$ cat src/i2c_flags_pkg.sv
// constants for the two-wire status-flag block: register offsets, flag positions,
// reset values and synchroniser depth.
// assumes a 32-bit word bus with byte offsets and 8-bit registers in the low bits.
// Behaviour
// - holding moved to shifter sets tx empty
// - direction set, start, slave-to-tx set tx empty
// - read-then-write-0 or holding write clears tx empty
// - ninth scl rise with tx empty sets tx end
// - sync format last tx bit sets tx end
// - read-then-write-0 or holding write clears tx end
// - rx transfer sets full; read clears
// - missing ack while transmitting with judgment on sets nack
// - master stop after a frame sets stop
// - slave stop needs prior address match
// - bit 2 arbitration or overrun by format
// - master tx sda mismatch at scl rise
// - start seen while releasing sda as master
// - sync rx last bit while full overruns
// - nack, stop, bit 2 clear by read-write-0
// - all six flags reset to zero
// - written ones ignored, status writes never set
// - format select 0 two-wire, 1 synchronous
package i2c_flags_pkg;
	localparam int unsigned ADDR_W = 5;
	localparam int unsigned DATA_W = 32;

	// register byte offsets
	localparam logic [ADDR_W-1:0] OFS_STATUS = 5'h00;
	localparam logic [ADDR_W-1:0] OFS_CONTROL = 5'h04;
	localparam logic [ADDR_W-1:0] OFS_OWN_ADDR = 5'h08;
	localparam logic [ADDR_W-1:0] OFS_TX_HOLD = 5'h0C;
	localparam logic [ADDR_W-1:0] OFS_RX_DATA = 5'h10;
	localparam logic [ADDR_W-1:0] OFS_IRQ_STATUS = 5'h14;
	localparam logic [ADDR_W-1:0] OFS_IRQ_MASK = 5'h18;

	// flag positions in bus_status_flags
	localparam int unsigned BIT_TX_EMPTY = 7;
	localparam int unsigned BIT_TX_END = 6;
	localparam int unsigned BIT_RX_FULL = 5;
	localparam int unsigned BIT_NO_ACK = 4;
	localparam int unsigned BIT_STOP = 3;
	localparam int unsigned BIT_ARB_OVR = 2;
	localparam logic [7:0] FLAG_MASK = 8'hFC;

	// control register fields
	localparam int unsigned BIT_ACK_JUDGE = 0;
	localparam int unsigned BIT_TX_DIR = 1;
	localparam int unsigned BIT_MASTER = 2;
	localparam logic [7:0] CONTROL_MASK = 8'h07;

	// reset values
	localparam logic [7:0] RST_FLAGS = 8'h00;
	localparam logic [7:0] RST_CONTROL = 8'h00;
	localparam logic [7:0] RST_OWN_ADDR = 8'h00;
	localparam logic [7:0] RST_TX_HOLD = 8'hFF;
	localparam logic [7:0] RST_RX_DATA = 8'hFF;

	// scl edge index of the acknowledge clock, counted from zero
	localparam logic [3:0] ACK_EDGE = 4'h8;
	localparam logic [3:0] LAST_DATA_EDGE = 4'h7;
	localparam logic [6:0] GENERAL_CALL = 7'h00;
	localparam int unsigned SYNC_STAGES = 3;
endpackage : i2c_flags_pkg

$ cat src/i2c_status_flag_logic.sv
// status flags of the two-wire serial interface, with register port and interrupt.
// assumes a shift engine on the same clock that reports byte moves as one-cycle
// pulses; scl and sda pin levels arrive asynchronously and are synchronised here.
`timescale 1ns/1ps
module i2c_status_flag_logic (
	// clock and reset
	input wire logic clock,
	input wire logic reset_n,
	// register port
	input wire logic [i2c_flags_pkg::ADDR_W-1:0] reg_addr,
	input wire logic [i2c_flags_pkg::DATA_W-1:0] reg_wdata,
	input wire logic reg_write,
	input wire logic reg_read,
	output logic [i2c_flags_pkg::DATA_W-1:0] reg_rdata,
	// bus pin levels, asynchronous
	input wire logic scl_pin,
	input wire logic sda_pin,
	// shift engine events, same clock
	input wire logic tx_shift_load,
	input wire logic start_issued,
	input wire logic slave_to_tx,
	input wire logic sync_tx_last_bit,
	input wire logic rx_load,
	input wire logic [7:0] rx_byte,
	input wire logic sda_internal,
	// to the shift engine
	output logic [7:0] tx_holding_reg,
	output logic [7:0] control_bits,
	output logic format_select,
	// interrupt
	output logic irq
);
	import i2c_flags_pkg::*;

	logic [7:0] flags_q, flags_d;
	logic [7:0] armed_q;
	logic [7:0] control_q;
	logic [7:0] own_address_reg_q;
	logic [7:0] tx_hold_q;
	logic [7:0] rx_data_reg_q;
	logic [7:0] irq_status_q;
	logic [7:0] irq_mask_q;
	logic [DATA_W-1:0] rdata_q;
	logic irq_q;
	logic [SYNC_STAGES-1:0] scl_sync_q, sda_sync_q;
	logic scl_lvl_q, sda_lvl_q;
	logic [3:0] edge_cnt_q;
	logic [7:0] shift_q;
	logic first_frame_q, frame_done_q, addr_match_q;

	// decoded accesses
	logic wr_status, rd_status, wr_control, wr_own, wr_hold, rd_rx, rd_irq, wr_mask;
	assign wr_status = reg_write && (reg_addr == OFS_STATUS);
	assign rd_status = reg_read && (reg_addr == OFS_STATUS);
	assign wr_control = reg_write && (reg_addr == OFS_CONTROL);
	assign wr_own = reg_write && (reg_addr == OFS_OWN_ADDR);
	assign wr_hold = reg_write && (reg_addr == OFS_TX_HOLD);
	assign rd_rx = reg_read && (reg_addr == OFS_RX_DATA);
	assign rd_irq = reg_read && (reg_addr == OFS_IRQ_STATUS);
	assign wr_mask = reg_write && (reg_addr == OFS_IRQ_MASK);

	logic sync_fmt, master, tx_dir, ack_judge;
	assign sync_fmt = own_address_reg_q[0];
	assign master = control_q[BIT_MASTER];
	assign tx_dir = control_q[BIT_TX_DIR];
	assign ack_judge = control_q[BIT_ACK_JUDGE];

	// pin synchronisers; only stages two and three are looked at
	always_ff @(posedge clock) begin
		if (!reset_n) begin
			scl_sync_q <= '1;
			sda_sync_q <= '1;
			scl_lvl_q <= 1'b1;
			sda_lvl_q <= 1'b1;
		end else begin
			scl_sync_q <= {scl_sync_q[SYNC_STAGES-2:0], scl_pin};
			sda_sync_q <= {sda_sync_q[SYNC_STAGES-2:0], sda_pin};
			if (scl_sync_q[1] == scl_sync_q[2]) begin
				scl_lvl_q <= scl_sync_q[2];
			end
			if (sda_sync_q[1] == sda_sync_q[2]) begin
				sda_lvl_q <= sda_sync_q[2];
			end
		end
	end

	// bus events from the filtered levels
	logic scl_new, sda_new, scl_rise, start_seen, stop_seen;
	assign scl_new = (scl_sync_q[1] == scl_sync_q[2]) ? scl_sync_q[2] : scl_lvl_q;
	assign sda_new = (sda_sync_q[1] == sda_sync_q[2]) ? sda_sync_q[2] : sda_lvl_q;
	assign scl_rise = !sync_fmt && !scl_lvl_q && scl_new;
	assign start_seen = !sync_fmt && scl_lvl_q && scl_new && sda_lvl_q && !sda_new;
	assign stop_seen = !sync_fmt && scl_lvl_q && scl_new && !sda_lvl_q && sda_new;

	logic ack_clk, data_clk;
	logic [7:0] byte_now;
	assign ack_clk = scl_rise && (edge_cnt_q == ACK_EDGE);
	assign data_clk = scl_rise && (edge_cnt_q != ACK_EDGE);
	assign byte_now = {shift_q[6:0], sda_new};

	// frame tracking: bit count, first-byte address compare, frame seen
	always_ff @(posedge clock) begin
		if (!reset_n) begin
			edge_cnt_q <= '0;
			shift_q <= '0;
			first_frame_q <= 1'b0;
			frame_done_q <= 1'b0;
			addr_match_q <= 1'b0;
		end else if (start_seen) begin
			edge_cnt_q <= '0;
			first_frame_q <= 1'b1;
			frame_done_q <= 1'b0;
			addr_match_q <= 1'b0;
		end else if (stop_seen) begin
			edge_cnt_q <= '0;
			first_frame_q <= 1'b0;
			frame_done_q <= 1'b0;
			addr_match_q <= 1'b0;
		end else if (scl_rise) begin
			if (ack_clk) begin
				edge_cnt_q <= '0;
				first_frame_q <= 1'b0;
				frame_done_q <= 1'b1;
			end else begin
				edge_cnt_q <= edge_cnt_q + 4'h1;
				shift_q <= byte_now;
			end
			// slave compares its address or the general call on the eighth edge
			if (data_clk && (edge_cnt_q == LAST_DATA_EDGE) && first_frame_q && !master) begin
				addr_match_q <= (byte_now[7:1] == own_address_reg_q[7:1]) ||
					(byte_now[7:1] == GENERAL_CALL);
			end
		end
	end

	// set events per flag
	logic tx_dir_rise;
	logic [7:0] set_vec, hw_clr, sw_clr;
	assign tx_dir_rise = wr_control && reg_wdata[BIT_TX_DIR] && !tx_dir;
	always_comb begin
		set_vec = '0;
		set_vec[BIT_TX_EMPTY] = tx_shift_load || tx_dir_rise || start_issued || slave_to_tx;
		set_vec[BIT_TX_END] = (ack_clk && flags_q[BIT_TX_EMPTY]) || (sync_fmt && sync_tx_last_bit);
		set_vec[BIT_RX_FULL] = rx_load;
		set_vec[BIT_NO_ACK] = ack_clk && tx_dir && ack_judge && sda_new;
		set_vec[BIT_STOP] = stop_seen && (master ? frame_done_q : addr_match_q);
		set_vec[BIT_ARB_OVR] = (data_clk && master && tx_dir && (sda_internal != sda_new)) ||
			(start_seen && master && sda_internal) ||
			(sync_fmt && rx_load && flags_q[BIT_RX_FULL]);
	end

	// clears: written zero only where armed by a read of one; status writes never set
	always_comb begin
		sw_clr = wr_status ? (armed_q & ~reg_wdata[7:0] & FLAG_MASK) : 8'h00;
		hw_clr = '0;
		hw_clr[BIT_TX_EMPTY] = wr_hold;
		hw_clr[BIT_TX_END] = wr_hold;
		hw_clr[BIT_RX_FULL] = rd_rx;
		flags_d = ((flags_q & ~(sw_clr | hw_clr)) | set_vec) & FLAG_MASK;
	end

	// status flags, set wins over clear
	always_ff @(posedge clock) begin
		if (!reset_n) begin
			flags_q <= RST_FLAGS;
		end else begin
			flags_q <= flags_d;
		end
	end

	// arming: a read remembers which flags were one; any status write spends it
	always_ff @(posedge clock) begin
		if (!reset_n) begin
			armed_q <= '0;
		end else if (wr_status) begin
			armed_q <= '0;
		end else if (rd_status) begin
			armed_q <= flags_q & FLAG_MASK;
		end
	end

	// software-written registers
	always_ff @(posedge clock) begin
		if (!reset_n) begin
			control_q <= RST_CONTROL;
			own_address_reg_q <= RST_OWN_ADDR;
			tx_hold_q <= RST_TX_HOLD;
			irq_mask_q <= '0;
		end else begin
			if (wr_control) begin
				control_q <= reg_wdata[7:0] & CONTROL_MASK;
			end
			if (wr_own) begin
				own_address_reg_q <= reg_wdata[7:0];
			end
			if (wr_hold) begin
				tx_hold_q <= reg_wdata[7:0];
			end
			if (wr_mask) begin
				irq_mask_q <= reg_wdata[7:0] & FLAG_MASK;
			end
		end
	end

	// received byte lands with the full flag
	always_ff @(posedge clock) begin
		if (!reset_n) begin
			rx_data_reg_q <= RST_RX_DATA;
		end else if (rx_load) begin
			rx_data_reg_q <= rx_byte;
		end
	end

	// sticky event copy, cleared by its read; a same-cycle event survives
	always_ff @(posedge clock) begin
		if (!reset_n) begin
			irq_status_q <= '0;
		end else begin
			irq_status_q <= ((rd_irq ? 8'h00 : irq_status_q) | set_vec) & FLAG_MASK;
		end
	end

	// level interrupt, registered from the next event copy so it changes in the same cycle as the status bit
	always_ff @(posedge clock) begin
		if (!reset_n) begin
			irq_q <= 1'b0;
		end else begin
			irq_q <= |(((rd_irq ? 8'h00 : irq_status_q) | set_vec) & irq_mask_q);
		end
	end

	// read data one cycle after the strobe; unmapped offsets read zero
	always_ff @(posedge clock) begin
		if (!reset_n) begin
			rdata_q <= '0;
		end else if (reg_read) begin
			unique case (reg_addr)
				OFS_STATUS: rdata_q <= {24'h00_0000, flags_q};
				OFS_CONTROL: rdata_q <= {24'h00_0000, control_q};
				OFS_OWN_ADDR: rdata_q <= {24'h00_0000, own_address_reg_q};
				OFS_TX_HOLD: rdata_q <= {24'h00_0000, tx_hold_q};
				OFS_RX_DATA: rdata_q <= {24'h00_0000, rx_data_reg_q};
				OFS_IRQ_STATUS: rdata_q <= {24'h00_0000, irq_status_q};
				OFS_IRQ_MASK: rdata_q <= {24'h00_0000, irq_mask_q};
				default: rdata_q <= '0;
			endcase
		end else begin
			rdata_q <= '0;
		end
	end

	assign reg_rdata = rdata_q;
	assign irq = irq_q;
	assign tx_holding_reg = tx_hold_q;
	assign control_bits = control_q;
	assign format_select = own_address_reg_q[0];
endmodule : i2c_status_flag_logic

$ cat config.mk
export PLATFORM = sky130hd
export DESIGN_NAME = i2c_status_flag_logic
export DESIGN_NICKNAME = d
export VERILOG_FILES = /design/src/i2c_flags_pkg.sv /design/src/i2c_status_flag_logic.sv
export SDC_FILE = /design/constraint.sdc
export NUM_CORES = 1
export LEC_CHECK = 0
export BUFFER_PORTS_ARGS = -buffer_cell sky130_fd_sc_hd__buf_2
export CORE_ASPECT_RATIO = 1.75
export CORE_MARGIN = 5
export CORE_UTILIZATION = 45
export DETAILED_ROUTE_END_ITERATION = 8
export PLACE_DENSITY = 0.77
export SETUP_SLACK_MARGIN = 0.02
export SYNTH_ARGS = -nofsm -noshare
export SYNTH_HDL_FRONTEND = slang
export SYNTH_SLANG_ARGS = --single-unit
export TNS_END_PERCENT = 20
$ cat constraint.sdc
create_clock -name clock -period 3.95 [get_ports clock]
set_input_delay 0.395 -clock clock [delete_from_list [all_inputs] [get_ports clock]]
set_output_delay 0.395 -clock clock [all_outputs]
set_load 0.05 [all_outputs]
# Word level (Yosys, flattened, before mapping)
# Cells that the tools add are included.
totals:
  reg_bits: 110
  inputBits: 57
  elab_cells: 119
classes:
  add_sub_neg: 1
  eq_ne: 13
  muxes: 11
  bitwise: 12
  reduce_logical: 61
ops:
  columns: ["operator", "count"]
  rows:
  - ["$pmux 8 s7", 1]
  - ["$logic_and 1x1->1", 36]
  - ["$and 8x8->8", 3]
  - ["$or 8x8->8", 3]
  - ["$mux 8", 2]
  - ["$not 8->8", 2]
  - ["$eq 5x5->1 const B", 3]
  - ["$eq 5x4->1 const B", 2]
  - ["$reduce_and 2->1", 4]
  - ["$reduce_or 8->1", 1]
  - ["$eq 7x7->1", 1]
  - ["$logic_not 7->1", 1]
  - ["$logic_or 1x1->1", 7]
  - ["$mux 1", 7]
  - ["$logic_not 1->1", 6]
  - ["$reduce_bool 3->1", 2]
  - ["$eq 5x3->1 const B", 1]
  - ["$logic_not 5->1", 1]
  - ["$add 4x1->4 const B", 1]
  - ["$eq 4x3->1 const B", 1]
  - ["$eq 4x4->1 const B", 1]
  - ["$mux 4", 1]
  - ["$ne 4x4->1 const B", 1]
  - ["$not 1->1", 4]
  - ["other kinds (5)", 6]

# Depth between registers and ports, before layout
# Gate-level depths: netlist (run 1).
depth:
  word_depth: 12
  depth_mapped: 8
  mapped_depth_nobuf: 7

# Worst setup path before layout (run 1)
# No wires, ideal clock.
synth_path:
  path_type: "register to register"
  from: "register own_address_reg_q[0]"
  to: "register irq_q, in the netlist irq"
  setup_ns: 0.138
  t_arrival_ns: 1.601
  required_time_ns: 3.812
  path_slack_ns: 2.211
  path_stages_with_launch: 6
  path_buffers: 0
  synth_period_minus_slack_ns: 1.739
  path_cell_list: "dfxtp_1 > and4bb_2 > a32o_1 > a21oi_1 > nand2b_1 > a41oi_1"
synth_via:
  elab_chain_cells: 12
  word_cells_on_any_way: 30
  cone_classes: "bitwise: 2; reduce/logical: 28"
synth_lines:
  columns: ["item", "line", "text"]
  rows:
  - ["start: declaration", "i2c_status_flag_logic.sv:38", "logic [7:0] own_address_reg_q;"]
  - ["start signal: assignment", "i2c_status_flag_logic.sv:194", "own_address_reg_q <= reg_wdata[7:0];"]
  - ["$logic_not 1->1", "i2c_status_flag_logic.sv:91, i2c_status_flag_logic.sv:92, i2c_status_flag_logic.sv:93", null]
  - ["$logic_and 1x1->1, on equally long branches (2 in a row)", "i2c_status_flag_logic.sv:91, i2c_status_flag_logic.sv:92, i2c_status_flag_logic.sv:93", null]
  - ["$logic_and 1x1->1, on equally long branches", "i2c_status_flag_logic.sv:98, i2c_status_flag_logic.sv:92", null]
  - ["$logic_and 1x1->1, on equally long branches", "i2c_status_flag_logic.sv:147, i2c_status_flag_logic.sv:92", null]
  - ["$logic_and 1x1->1, on equally long branches (2 in a row)", "i2c_status_flag_logic.sv:147, i2c_status_flag_logic.sv:148", null]
  - ["$logic_or 1x1->1", "i2c_status_flag_logic.sv:147", "set_vec[BIT_ARB_OVR] = (data_clk && master && tx_dir && (sda_internal != sda_new)) ||"]
  - ["$logic_or 1x1->1", "i2c_status_flag_logic.sv:148", "(start_seen && master && sda_internal) ||"]
  - ["$or 8x8->8 *", "i2c_status_flag_logic.sv:228", "irq_q <= |(((rd_irq ? 8'h00 : irq_status_q) | set_vec) & irq_mask_q);"]
  - ["$and 8x8->8 *", "i2c_status_flag_logic.sv:228", null]
  - ["$reduce_or 8->1 *", "i2c_status_flag_logic.sv:228", null]
  - ["end signal: assignment", "i2c_status_flag_logic.sv:228", null]
  - ["end: declaration", "i2c_status_flag_logic.sv:44", "logic irq_q;"]
# Mark *: on every way between the ends. The rest lies on a longest branch, timed or not.
# A chain may end at the register's enable or synchronous reset.

# Worst setup path after layout (run 1)
layout_path:
  from: "input reg_addr[3] (netlist name)"
  to: "register own_address_reg_q[6]"
layout_via:
  elab_chain_cells: 2
layout_lines:
  columns: ["item", "line", "text"]
  rows:
  - ["start: declaration", "i2c_status_flag_logic.sv:10", "input wire logic [i2c_flags_pkg::ADDR_W-1:0] reg_addr,"]
  - ["$eq 5x4->1", "i2c_status_flag_logic.sv:56", "assign wr_own = reg_write && (reg_addr == OFS_OWN_ADDR);"]
  - ["$logic_and 1x1->1", "i2c_status_flag_logic.sv:56", null]
# Every way passes these cells.

==> results.yml, run 1 <==
clock_tree:
  cts_hold_buf: 0
  tritoncts: "done"
  clk_latency_ns: 0.33
  cts_inserted_buffers: 9
  cts-root-buf: "clkbuf_16"
  htreeDepth: 3
  ctsLongestPathBuffers: 2
  clock-sinks: 82
  cts_repair_resize_count: 0
  path_clk_slew_ns: 0.05
  cts_setup_buffers: 0
layout:
  seqCellArea_um2: 1640
  area_of_the_multi_input_gates_um2: 1850
  antenna_cells: 0
  layout.cell_area.non_filler_um2: 4200
  final_layout_size_suffix_gt1_frac: 0.161
  fillcell_total: 746
  layout-area-overhead-vs-synth_pct: 13.4
  post_layout_nonfiller_instances: 561
  final_util: 0.524
  nNetsFinal: 526
floorplanning:
  die_height_um: 130
  pin_count: 107
  x_dimension_of_the_die_um: 78.6
  die_outline_area_um2: 10200
  num_rows: 43
  start_util: 0.462
  coreArea_um2: 8020
yosys:
  synth_largest_area_cell: "dfxtp_1"
  post_synth.cell_area_avg_um2: 8.78
  synth.cells.most_frequent: "dfxtp_1, nand2_1, a21oi_1, nor2_1, buf_4"
  synth_ff_type: "dfxtp_1"
  yosysTopAreaCellShare: 0.443
  synth_enable_flop_cells: 0
  yosysWarnings: 0
  ys_seq_elements: 82
  synthMostInstantiatedCell: "dfxtp_1"
  post_synth_inst_count: 422
  post_synth_instance_area_um2: 3710
  synth_cell_type_count: 49
  synth_top_cells_by_area: "dfxtp_1, mux2i_1, buf_4"
  post_synth_arst_share: 0
  yosysSeqAreaShare: 0.443
hold_path:
  holdCritStartpoint: "sda_pin"
  holdPathStages: 2
  min_path_type: "in -> reg"
  min_to: "sda_sync_q[0]$_SDFF_PN1_"
global_route:
  pin_count_of_the_biggest_net_entering_global_routing: 32
  grt_util_all_layers: 0.195
  first_pass_grt_wire_length_um: 15300
  first_global_vias: 2971
  grt_overflow_total: 0
  antenna_found_initial: 0
timing:
  layout_min_cycle_time_ns: 2.08
  unrepaired_setup_endpoints_after_global_routing: "no"
  hold_violations: 0
  finalClockSkew_ns: 0.00595
  report.final.slew_viol_count: 0
  finalCritPeriodShare: 0.526
  setup_tns_ns: 0
  timing_worst_slew_pin_value_ns: 0.837
  timing.fmax_mhz: 482
  slew-limit-headroom: 0.442
  setup_viol: 0
critical_path:
  rrSetupSlack_ns: 2.08
  setup.worst_path.start_class: "input port"
  timing.critical_path.slowest_stage_cell: "or4b_4"
  critical_path.reg2reg.startpoint: "sda_sync_q[1]$_SDFF_PN1_"
  crit-reg2reg-capture: "irq$_SDFF_PN0_"
  cp_cell_sequence: "buf_2 -> or4b_4 -> nor2_2 -> nand2_1 -> nand2_1 -> a21oi_1"
  critical_path_rt_ns: 4.13
  end_kind: "flop"
  crit_path_max_fanout: 13
  critical_path_s_largest_stage_delay_ns: 0.54
  most_numerous_cell_on_the_critical_path: "nand2_1"
  arrival_ns: 2.26
  timing_worst_setup_path_type: "in -> reg"
  worstRegToRegCells: 5
run_status:
  outcome: "finished, final reports clean"
drt:
  detailedRoute.firstPassIterationCount: 4
  drt_first_iter_violations: 239
  antenna_violating_nets_post_route: 0
  detail_route.wirelength_um: 9520
  route.vias.total: 3107
  average_via_count_per_standard_cell: 5.54
  wl_per_cell_um: 17.0
  drcViolationCount: 0
pwr:
  switching_part_of_the_total_power: 0.238
  p_int_uw: 1410
  comb_power_share: 0.084
  power.ir.vdd_worst_mv: 0.269
  total_leakage_power_uw: 0.00171
  power_uw: 1850
  switchingPower_uw: 440
  sequential_group_share_of_total_power: 0.459
  clock_power_share: 0.456
  cellPowerDensity_nw_per_um2: 441
place:
  place.gp.congestion: 0.862
  postPlaceCellArea_um2: 3900
  placed_cells: 546
  port-buffer-count: 53
  place_hpwl_um: 7110
flow_run:
  cap_viol_max_count: 0
[layout by cell type (no fill, tap or decap), types with 5 or more instances in the layout]
cell / instances
clkbuf_16: 9
buf_2: 53
conb_1: 29
dfxtp_1: 82
o21ai_0: 6
nand2b_1: 10
mux2i_1: 27
and2_1: 5
a22oi_1: 14
a221oi_1: 7
nand2_1: 55
nand4b_1: 7
nand3_1: 17
a21oi_1: 40
nor2_1: 38
[kinds of logic after synthesis]
family                   count (synthesis)  share of synthesized area
AO/OA/AOI/OAI                           83                      0.141
XOR/XNOR                                 8                     0.0189
adder cells (fa/ha/maj)                  3                    0.00945
buffers and inverters                   53                     0.0864
flip-flops                              82                      0.443
multiplexers                            27                     0.0729
other                                    1                    0.00101
AND/OR/NAND/NOR                        165                      0.227
[through the flow]
step                      hold slack [ns]  worst slack, ns
after global routing                0.244             1.78
after global placement              0.398             1.64
after floorplan                     0.386             2.21
final                               0.241             1.87
after CTS                           0.236             1.93
after detailed placement            0.401             1.57
[how the worst max path moves through the flow]
stage / from / to / slack [ns] / depth (start not counted)
2_1_floorplan: own_address_reg_q[0]$_SDFFE_PN0P_ / irq$_SDFF_PN0_ / 2.21 / 5
3_3_place_gp: reg_addr[3] / own_address_reg_q[6]$_SDFFE_PN0P_ / 1.64 / 6
3_5_place_dp: reg_addr[3] / own_address_reg_q[6]$_SDFFE_PN0P_ / 1.57 / 6
4_1_cts: reg_addr[3] / own_address_reg_q[6]$_SDFFE_PN0P_ / 1.93 / 6
5_1_grt: reg_addr[3] / own_address_reg_q[6]$_SDFFE_PN0P_ / 1.78 / 6
6_report: reg_addr[3] / own_address_reg_q[6]$_SDFFE_PN0P_ / 1.87 / 6
[power groups by stage]
stage	logic (uW)	registers (uW)	clock network [uW]
after floorplan	136	869	0
after global placement	152	868	0
after detailed placement	154	868	0
after CTS	155	850	856
after global routing	166	851	898
final	156	850	845
[worst max-delay path: cells and delay by family]
kind | cells | cell delay [ns]
AO/OA/AOI/OAI | 1 | 0.07
buffers and inverters | 1 | 0.23
AND/OR/NAND/NOR | 4 | 1.56
[routing by layer]
layer	routed length (um)	up-vias	global-route usage	share of wire
li1	-	1513	-	-
met1	3680	1442	0.225	0.39
met2	4850	132	0.337	0.51
met3	669	20	0.0421	0.070
met4	315	0	0.104	0.033
met5	0	-	0	0
[layout make-up]
cell class,instances,share of cell area
timing repair buffer,55,0.0667
multi-input combinational,315,0.440
sequential,82,0.390
clock buffer,13,0.0643
tap,90,0.0268
inverter,4,0.00357
clock inverter,2,0.00833
Power figures use the tool's default switching activity.
==> run 2: changes to the inputs <==
--- a/config.mk
+++ b/config.mk
@@ -5,6 +5,7 @@
 export SDC_FILE = /design/constraint.sdc
 export NUM_CORES = 1
 export LEC_CHECK = 0
+export ABC_AREA = 1
 export BUFFER_PORTS_ARGS = -buffer_cell sky130_fd_sc_hd__buf_2
 export CORE_ASPECT_RATIO = 1.75
 export CORE_MARGIN = 5
==> constraint.sdc (replaced) <==
create_clock -name clock -period 2 [get_ports clock]
set_input_delay 0.2 -clock clock [delete_from_list [all_inputs] [get_ports clock]]
set_output_delay 0.2 -clock clock [all_outputs]
set_load 0.05 [all_outputs]
==> run 2 against run 1 <==
Sequential power rose by 99%. First-iteration DRC count fell by 0.84%. Combinational power is 130% higher. Hold slack worse by 0.19 ns. Clock skew is 0.0017 ns lower. Synthesized cell count rose by 18%. Final cell count rose by 15%. Die area is 2.1% higher. Clock power is 120% higher. Design area grew 4.1%. Global-route usage increased by 0.54 points.
==> results.yml, run 2 <==
layout:
  mostFrequentLayoutCell: "dfxtp_1"
  final_util: 0.530
  final_layout_size_suffix_gt1_frac: 0.178
  antenna_cells: 0
  nNetsFinal: 610
  most-common-layout-cells: "dfxtp_1, inv_1, nand2_1, buf_2, a21oi_1"
  layout-area-overhead-vs-synth_pct: 15.3
timing:
  report.final.slew_viol_count: 0
  fin_worst_hold_slack_ns: 0.0523
  finalCritPeriodShare: 0.857
  hold_violations: 0
  finalClockSkew_ns: 0.00422
  timing.fmax_mhz: 584
  setup_tns_ns: 0
  layout_min_cycle_time_ns: 1.71
  fin_ws_ns: 0.286
  setup_viol: 0
  unrepaired_setup_endpoints_after_global_routing: "no"
global_route:
  antenna_found_initial: 0
  grt_overflow_total: 0
  first_global_vias: 3477
  grt_util_all_layers: 0.201
  pin_count_of_the_biggest_net_entering_global_routing: 24
  first_pass_grt_wire_length_um: 16200
critical_path:
  cp_depth: 9
  crit_path_max_fanout: 12
  end_kind: "flop"
  worst_path_dominant_cell_family: "simple AND/OR/NAND/NOR gates"
  cp_cell_sequence: "inv_1 -> ha_1 -> nand3_1 -> inv_1 -> nor2_1 -> buf_4 -> nand4_1 -> a21oi_1 -> o21a_1"
  timing.critical_path.slowest_stage_cell: "dfxtp_1"
  critical_path_rt_ns: 2.29
  setup.worst_path.start_class: "flop"
  timing.critical_path.buf_inv: 3
  critical_path.reg2reg.startpoint: "edge_cnt_q[0]$_SDFFE_PP0P_"
  critical_path_s_largest_stage_delay_ns: 0.35
  arrival_ns: 2.00
  most_numerous_cell_on_the_critical_path: "inv_1"
  timing_worst_setup_path_type: "reg -> reg"
  setup.worst_path.start: "edge_cnt_q[0]$_SDFFE_PP0P_"
  worstRegToRegCells: 9
yosys:
  post_synth_inst_count: 496
  synth.cells.most_frequent: "dfxtp_1, inv_1, nand2_1, a21oi_1, o21ai_0"
  ys_seq_elements: 82
  post_synth.cell_area_avg_um2: 7.65
  synth_cell_type_count: 41
  synthMostInstantiatedCell: "dfxtp_1"
  synth_enable_flop_cells: 0
  yosysSeqAreaShare: 0.433
  yosysTopAreaCellShare: 0.433
  synth_top_cells_by_area: "dfxtp_1, inv_1, a21oi_1"
  synth_largest_area_cell: "dfxtp_1"
  post_synth_instance_area_um2: 3790
  synth_ff_type: "dfxtp_1"
  post_synth_arst_share: 0
  yosysWarnings: 0
floorplanning:
  die_outline_area_um2: 10400
  start_util: 0.459
  die_height_um: 131
  x_dimension_of_the_die_um: 79.4
  num_rows: 44
  coreArea_um2: 8260
  pin_count: 107
hold_path:
  min_path_type: "in -> reg"
  holdCritStartpoint: "scl_pin"
  holdPathStages: 2
place:
  dp_worst_setup_slack_ns: 0.339
  place_hpwl_um: 8010
  port-buffer-count: 53
  place.gp.congestion: 0.942
clock_tree:
  path_clk_slew_ns: 0.06
  cts_repair_resize_count: 0
  cts_setup_buffers: 0
  cts_inserted_buffers: 9
  cts_hold_buf: 0
  ctsLongestPathBuffers: 2
  cts-root-buf: "clkbuf_16"
  htreeDepth: 3
  clock-sinks: 82
  clk_latency_ns: 0.34
  tritoncts: "done"
drt:
  detail_route.wirelength_um: 10500
  antenna_violating_nets_post_route: 0
  drcViolationCount: 0
  drt_first_iter_violations: 237
  detailedRoute.firstPassIterationCount: 5
  average_via_count_per_standard_cell: 5.38
  wl_per_cell_um: 16.2
  route.vias.total: 3481
run_status:
  outcome: "finished, final reports clean"
flow_run:
  cap_viol_max_count: 0
pwr:
  cellPowerDensity_nw_per_um2: 897
  power_uw: 3930
  total_leakage_power_uw: 0.00205
  power.ir.vdd_worst_mv: 0.533
[run 2: cell count changes after synthesis, sizes merged, moves of 8 or more]
cell    change
mux2i      -27
o22ai      +19
nand2      +11
nor3        +8
a21oi      +10
nand2b     -10
inv        +76
o21ai      +33
a22oi      -13
[run 2: layout make-up]
class / count / area, um^2
fill: 777 / 3880
multi-input combinational: 319 / 1670
sequential: 82 / 1640
inverter: 81 / 305
timing repair buffer: 58 / 303
clock buffer: 10 / 239
tap: 92 / 115
clock inverter: 5 / 103
[run 2: kinds of logic (layout without fill, tap and decap cells)]
| kind of cell | after synthesis | in the layout | synth area share |
|---|---|---|---|
| AO/OA/AOI/OAI | 126 | 126 | 0.182 |
| XOR/XNOR | 5 | 5 | 0.0115 |
| adder cells (fa/ha/maj) | 2 | 2 | 0.00660 |
| buffers and inverters | 123 | 154 | 0.155 |
| flip-flops | 82 | 82 | 0.433 |
| other | 1 | 29 | 0.000988 |
| AND/OR/NAND/NOR | 157 | 157 | 0.211 |
[run 2: path summary, 6_finish.rpt]
check / slack [ns] / endpoint
max: 0.29 / addr_match_q$_SDFFE_PP0P_
min reg2reg: 0.41 / sda_sync_q[1]$_SDFF_PN1_
max reg2reg: 0.29 / addr_match_q$_SDFFE_PP0P_
min: 0.05 / scl_sync_q[0]$_SDFF_PN1_
[run 2: through the flow]
stage,cell area [um^2],instances
3_3_place_gp,4030,632
2_1_floorplan,3900,524
3_5_place_dp,4030,632
6_report,4380,647
4_1_cts,4380,647
5_1_grt,4380,647
[run 2: power by group]
group	internal (uW)	leakage [uW]	switching, uW
registers	1670	0.000667	18.9
clock network	1240	0.000165	645
logic	73.7	0.00122	279
[run 2: layer usage]
layer | vias up | part of all wire | GRT usage
li1 | 1681 | - | -
met4 | 0 | 0.068 | 0.157
met5 | - | 0 | 0
met2 | 155 | 0.52 | 0.356
met1 | 1595 | 0.35 | 0.197
met3 | 50 | 0.066 | 0.0404
==> run 3: changes to the inputs <==
--- a/config.mk
+++ b/config.mk
@@ -11,6 +11,7 @@
 export CORE_MARGIN = 5
 export CORE_UTILIZATION = 45
 export DETAILED_ROUTE_END_ITERATION = 8
+export MAX_ROUTING_LAYER = met4
 export PLACE_DENSITY = 0.77
 export SETUP_SLACK_MARGIN = 0.02
 export SYNTH_ARGS = -nofsm -noshare
==> run 3 against run 2 <==
Worst setup slack improved by 0.070 ns. Final cell count grew 0.15%. Sequential cell count did not move. Highest routed layer unchanged. Fmax rose by 4.3%. Combinational power hardly changed. Critical endpoint unchanged.
==> results.yml, run 3 (same netlist as run 2, synthesis figures left out) <==
floorplanning:
  die_height_um: 131
  x_dimension_of_the_die_um: 79.4
  pin_count: 107
  start_util: 0.459
  coreArea_um2: 8260
  num_rows: 44
  die_outline_area_um2: 10400
place:
  place.gp.congestion: 0.938
  postPlaceCellArea_um2: 4030
  place_hpwl_um: 7860
  port-buffer-count: 53
critical_path:
  worstRegToRegCells: 9
  end_kind: "flop"
  crit_path_max_fanout: 12
  critical_path.reg2reg.startpoint: "edge_cnt_q[0]$_SDFFE_PP0P_"
  critical_path_rt_ns: 2.29
  arrival_ns: 1.93
  rrSetupSlack_ns: 0.36
  timing_worst_setup_path_type: "reg -> reg"
  setup.worst_path.start_class: "flop"
  crit-reg2reg-capture: "addr_match_q$_SDFFE_PP0P_"
drt:
  detailedRoute.firstPassIterationCount: 5
  average_via_count_per_standard_cell: 5.34
  route.vias.total: 3463
  antenna_violating_nets_post_route: 0
  drt_first_iter_violations: 203
  detail_route.wirelength_um: 10100
  drcViolationCount: 0
  wl_per_cell_um: 15.5
clock_tree:
  tritoncts: "done"
  clk_latency_ns: 0.34
  cts_inserted_buffers: 9
  cts_repair_resize_count: 0
  cts-root-buf: "clkbuf_16"
  clock-sinks: 82
  htreeDepth: 3
  cts_setup_buffers: 0
  ctsLongestPathBuffers: 2
  cts_hold_buf: 0
  path_clk_slew_ns: 0.06
global_route:
  grt_overflow_total: 0
  first_global_vias: 3400
  antenna_found_initial: 0
  grt_util_all_layers: 0.203
  pin_count_of_the_biggest_net_entering_global_routing: 30
  first_pass_grt_wire_length_um: 16100
pwr:
  power_uw: 3830
  power.ir.vdd_worst_mv: 0.596
  total_leakage_power_uw: 0.00204
  cellPowerDensity_nw_per_um2: 878
timing:
  setup_viol: 0
  unrepaired_setup_endpoints_after_global_routing: "no"
  finalClockSkew_ns: 0.00522
  hold_violations: 0
  fin_worst_hold_slack_ns: 0.0473
  timing.fmax_mhz: 609
  layout_min_cycle_time_ns: 1.64
  finalCritPeriodShare: 0.822
  setup_tns_ns: 0
  report.final.slew_viol_count: 0
layout:
  final_util: 0.528
  most-common-layout-cells: "dfxtp_1, inv_1, nand2_1, buf_2, a21oi_1"
  nNetsFinal: 610
  antenna_cells: 0
  mostFrequentLayoutCell: "dfxtp_1"
  final_layout_size_suffix_gt1_frac: 0.180
  layout.cell_area.non_filler_um2: 4360
  fillcell_total: 794
  layout-area-overhead-vs-synth_pct: 14.9
hold_path:
  min_to: "sda_sync_q[0]$_SDFF_PN1_"
  holdPathStages: 2
  holdCritStartpoint: "sda_pin"
  min_path_type: "in -> reg"
flow_run:
  cap_viol_max_count: 0
run_status:
  outcome: "finished, final reports clean"
[run 3: where the power goes]
group | switching, uW | internal (uW) | leakage, uW
Combinational | 277 | 73.7 | 0.00122
Clock | 688 | 1100 | 0.000153
Sequential | 18.6 | 1670 | 0.000667
[run 3: final cells by class]
cell class,instances,area (um^2),share of cell area
Multi-Input combinational cell,319,1670,0.383
Sequential cell,82,1640,0.376
Inverter,81,305,0.0700
Timing Repair Buffer,58,303,0.0694
Clock buffer,9,225,0.0516
Tap cell,92,115,0.0264
Clock inverter,7,101,0.0232
[run 3: how the worst max path moves through the flow]
stage                                                  from                        end  slack, ns  cells after the start
after floorplan           own_address_reg_q[0]$_SDFFE_PN0P_             irq$_SDFF_PN0_       0.41                      9
after detailed placement         edge_cnt_q[0]$_SDFFE_PP0P_  addr_match_q$_SDFFE_PP0P_       0.36                      9
after global placement           edge_cnt_q[0]$_SDFFE_PP0P_  addr_match_q$_SDFFE_PP0P_       0.41                      9
after CTS                        edge_cnt_q[0]$_SDFFE_PP0P_  addr_match_q$_SDFFE_PP0P_       0.34                      9
after global routing             edge_cnt_q[0]$_SDFFE_PP0P_  addr_match_q$_SDFFE_PP0P_       0.17                      9
final                            edge_cnt_q[0]$_SDFFE_PP0P_  addr_match_q$_SDFFE_PP0P_       0.36                      9
[run 3: metrics by stage]
| step | cells | setup WS [ns] |
|---|---|---|
| after floorplan | 524 | 0.406 |
| after global routing | 648 | 0.168 |
| final | 648 | 0.357 |
| after detailed placement | 632 | 0.362 |
| after CTS | 648 | 0.344 |
| after global placement | 632 | 0.414 |
[run 3: worst max-delay path: stages (launching register included)]
cell	delay, ns
dfxtp_1	0.36
inv_1	0.08
ha_1	0.19
nand3_1	0.10
inv_1	0.05
nor2_1	0.21
buf_4	0.22
nand4_1	0.11
a21oi_1	0.15
o21a_1	0.13
[run 3: routing by layer]
layer  GRT usage  share of wire  vias up
li1            -              -     1686
met1       0.203           0.36     1575
met2       0.348           0.52      159
met3      0.0342          0.057       43
met4       0.147          0.065        0
met5           -              0        -
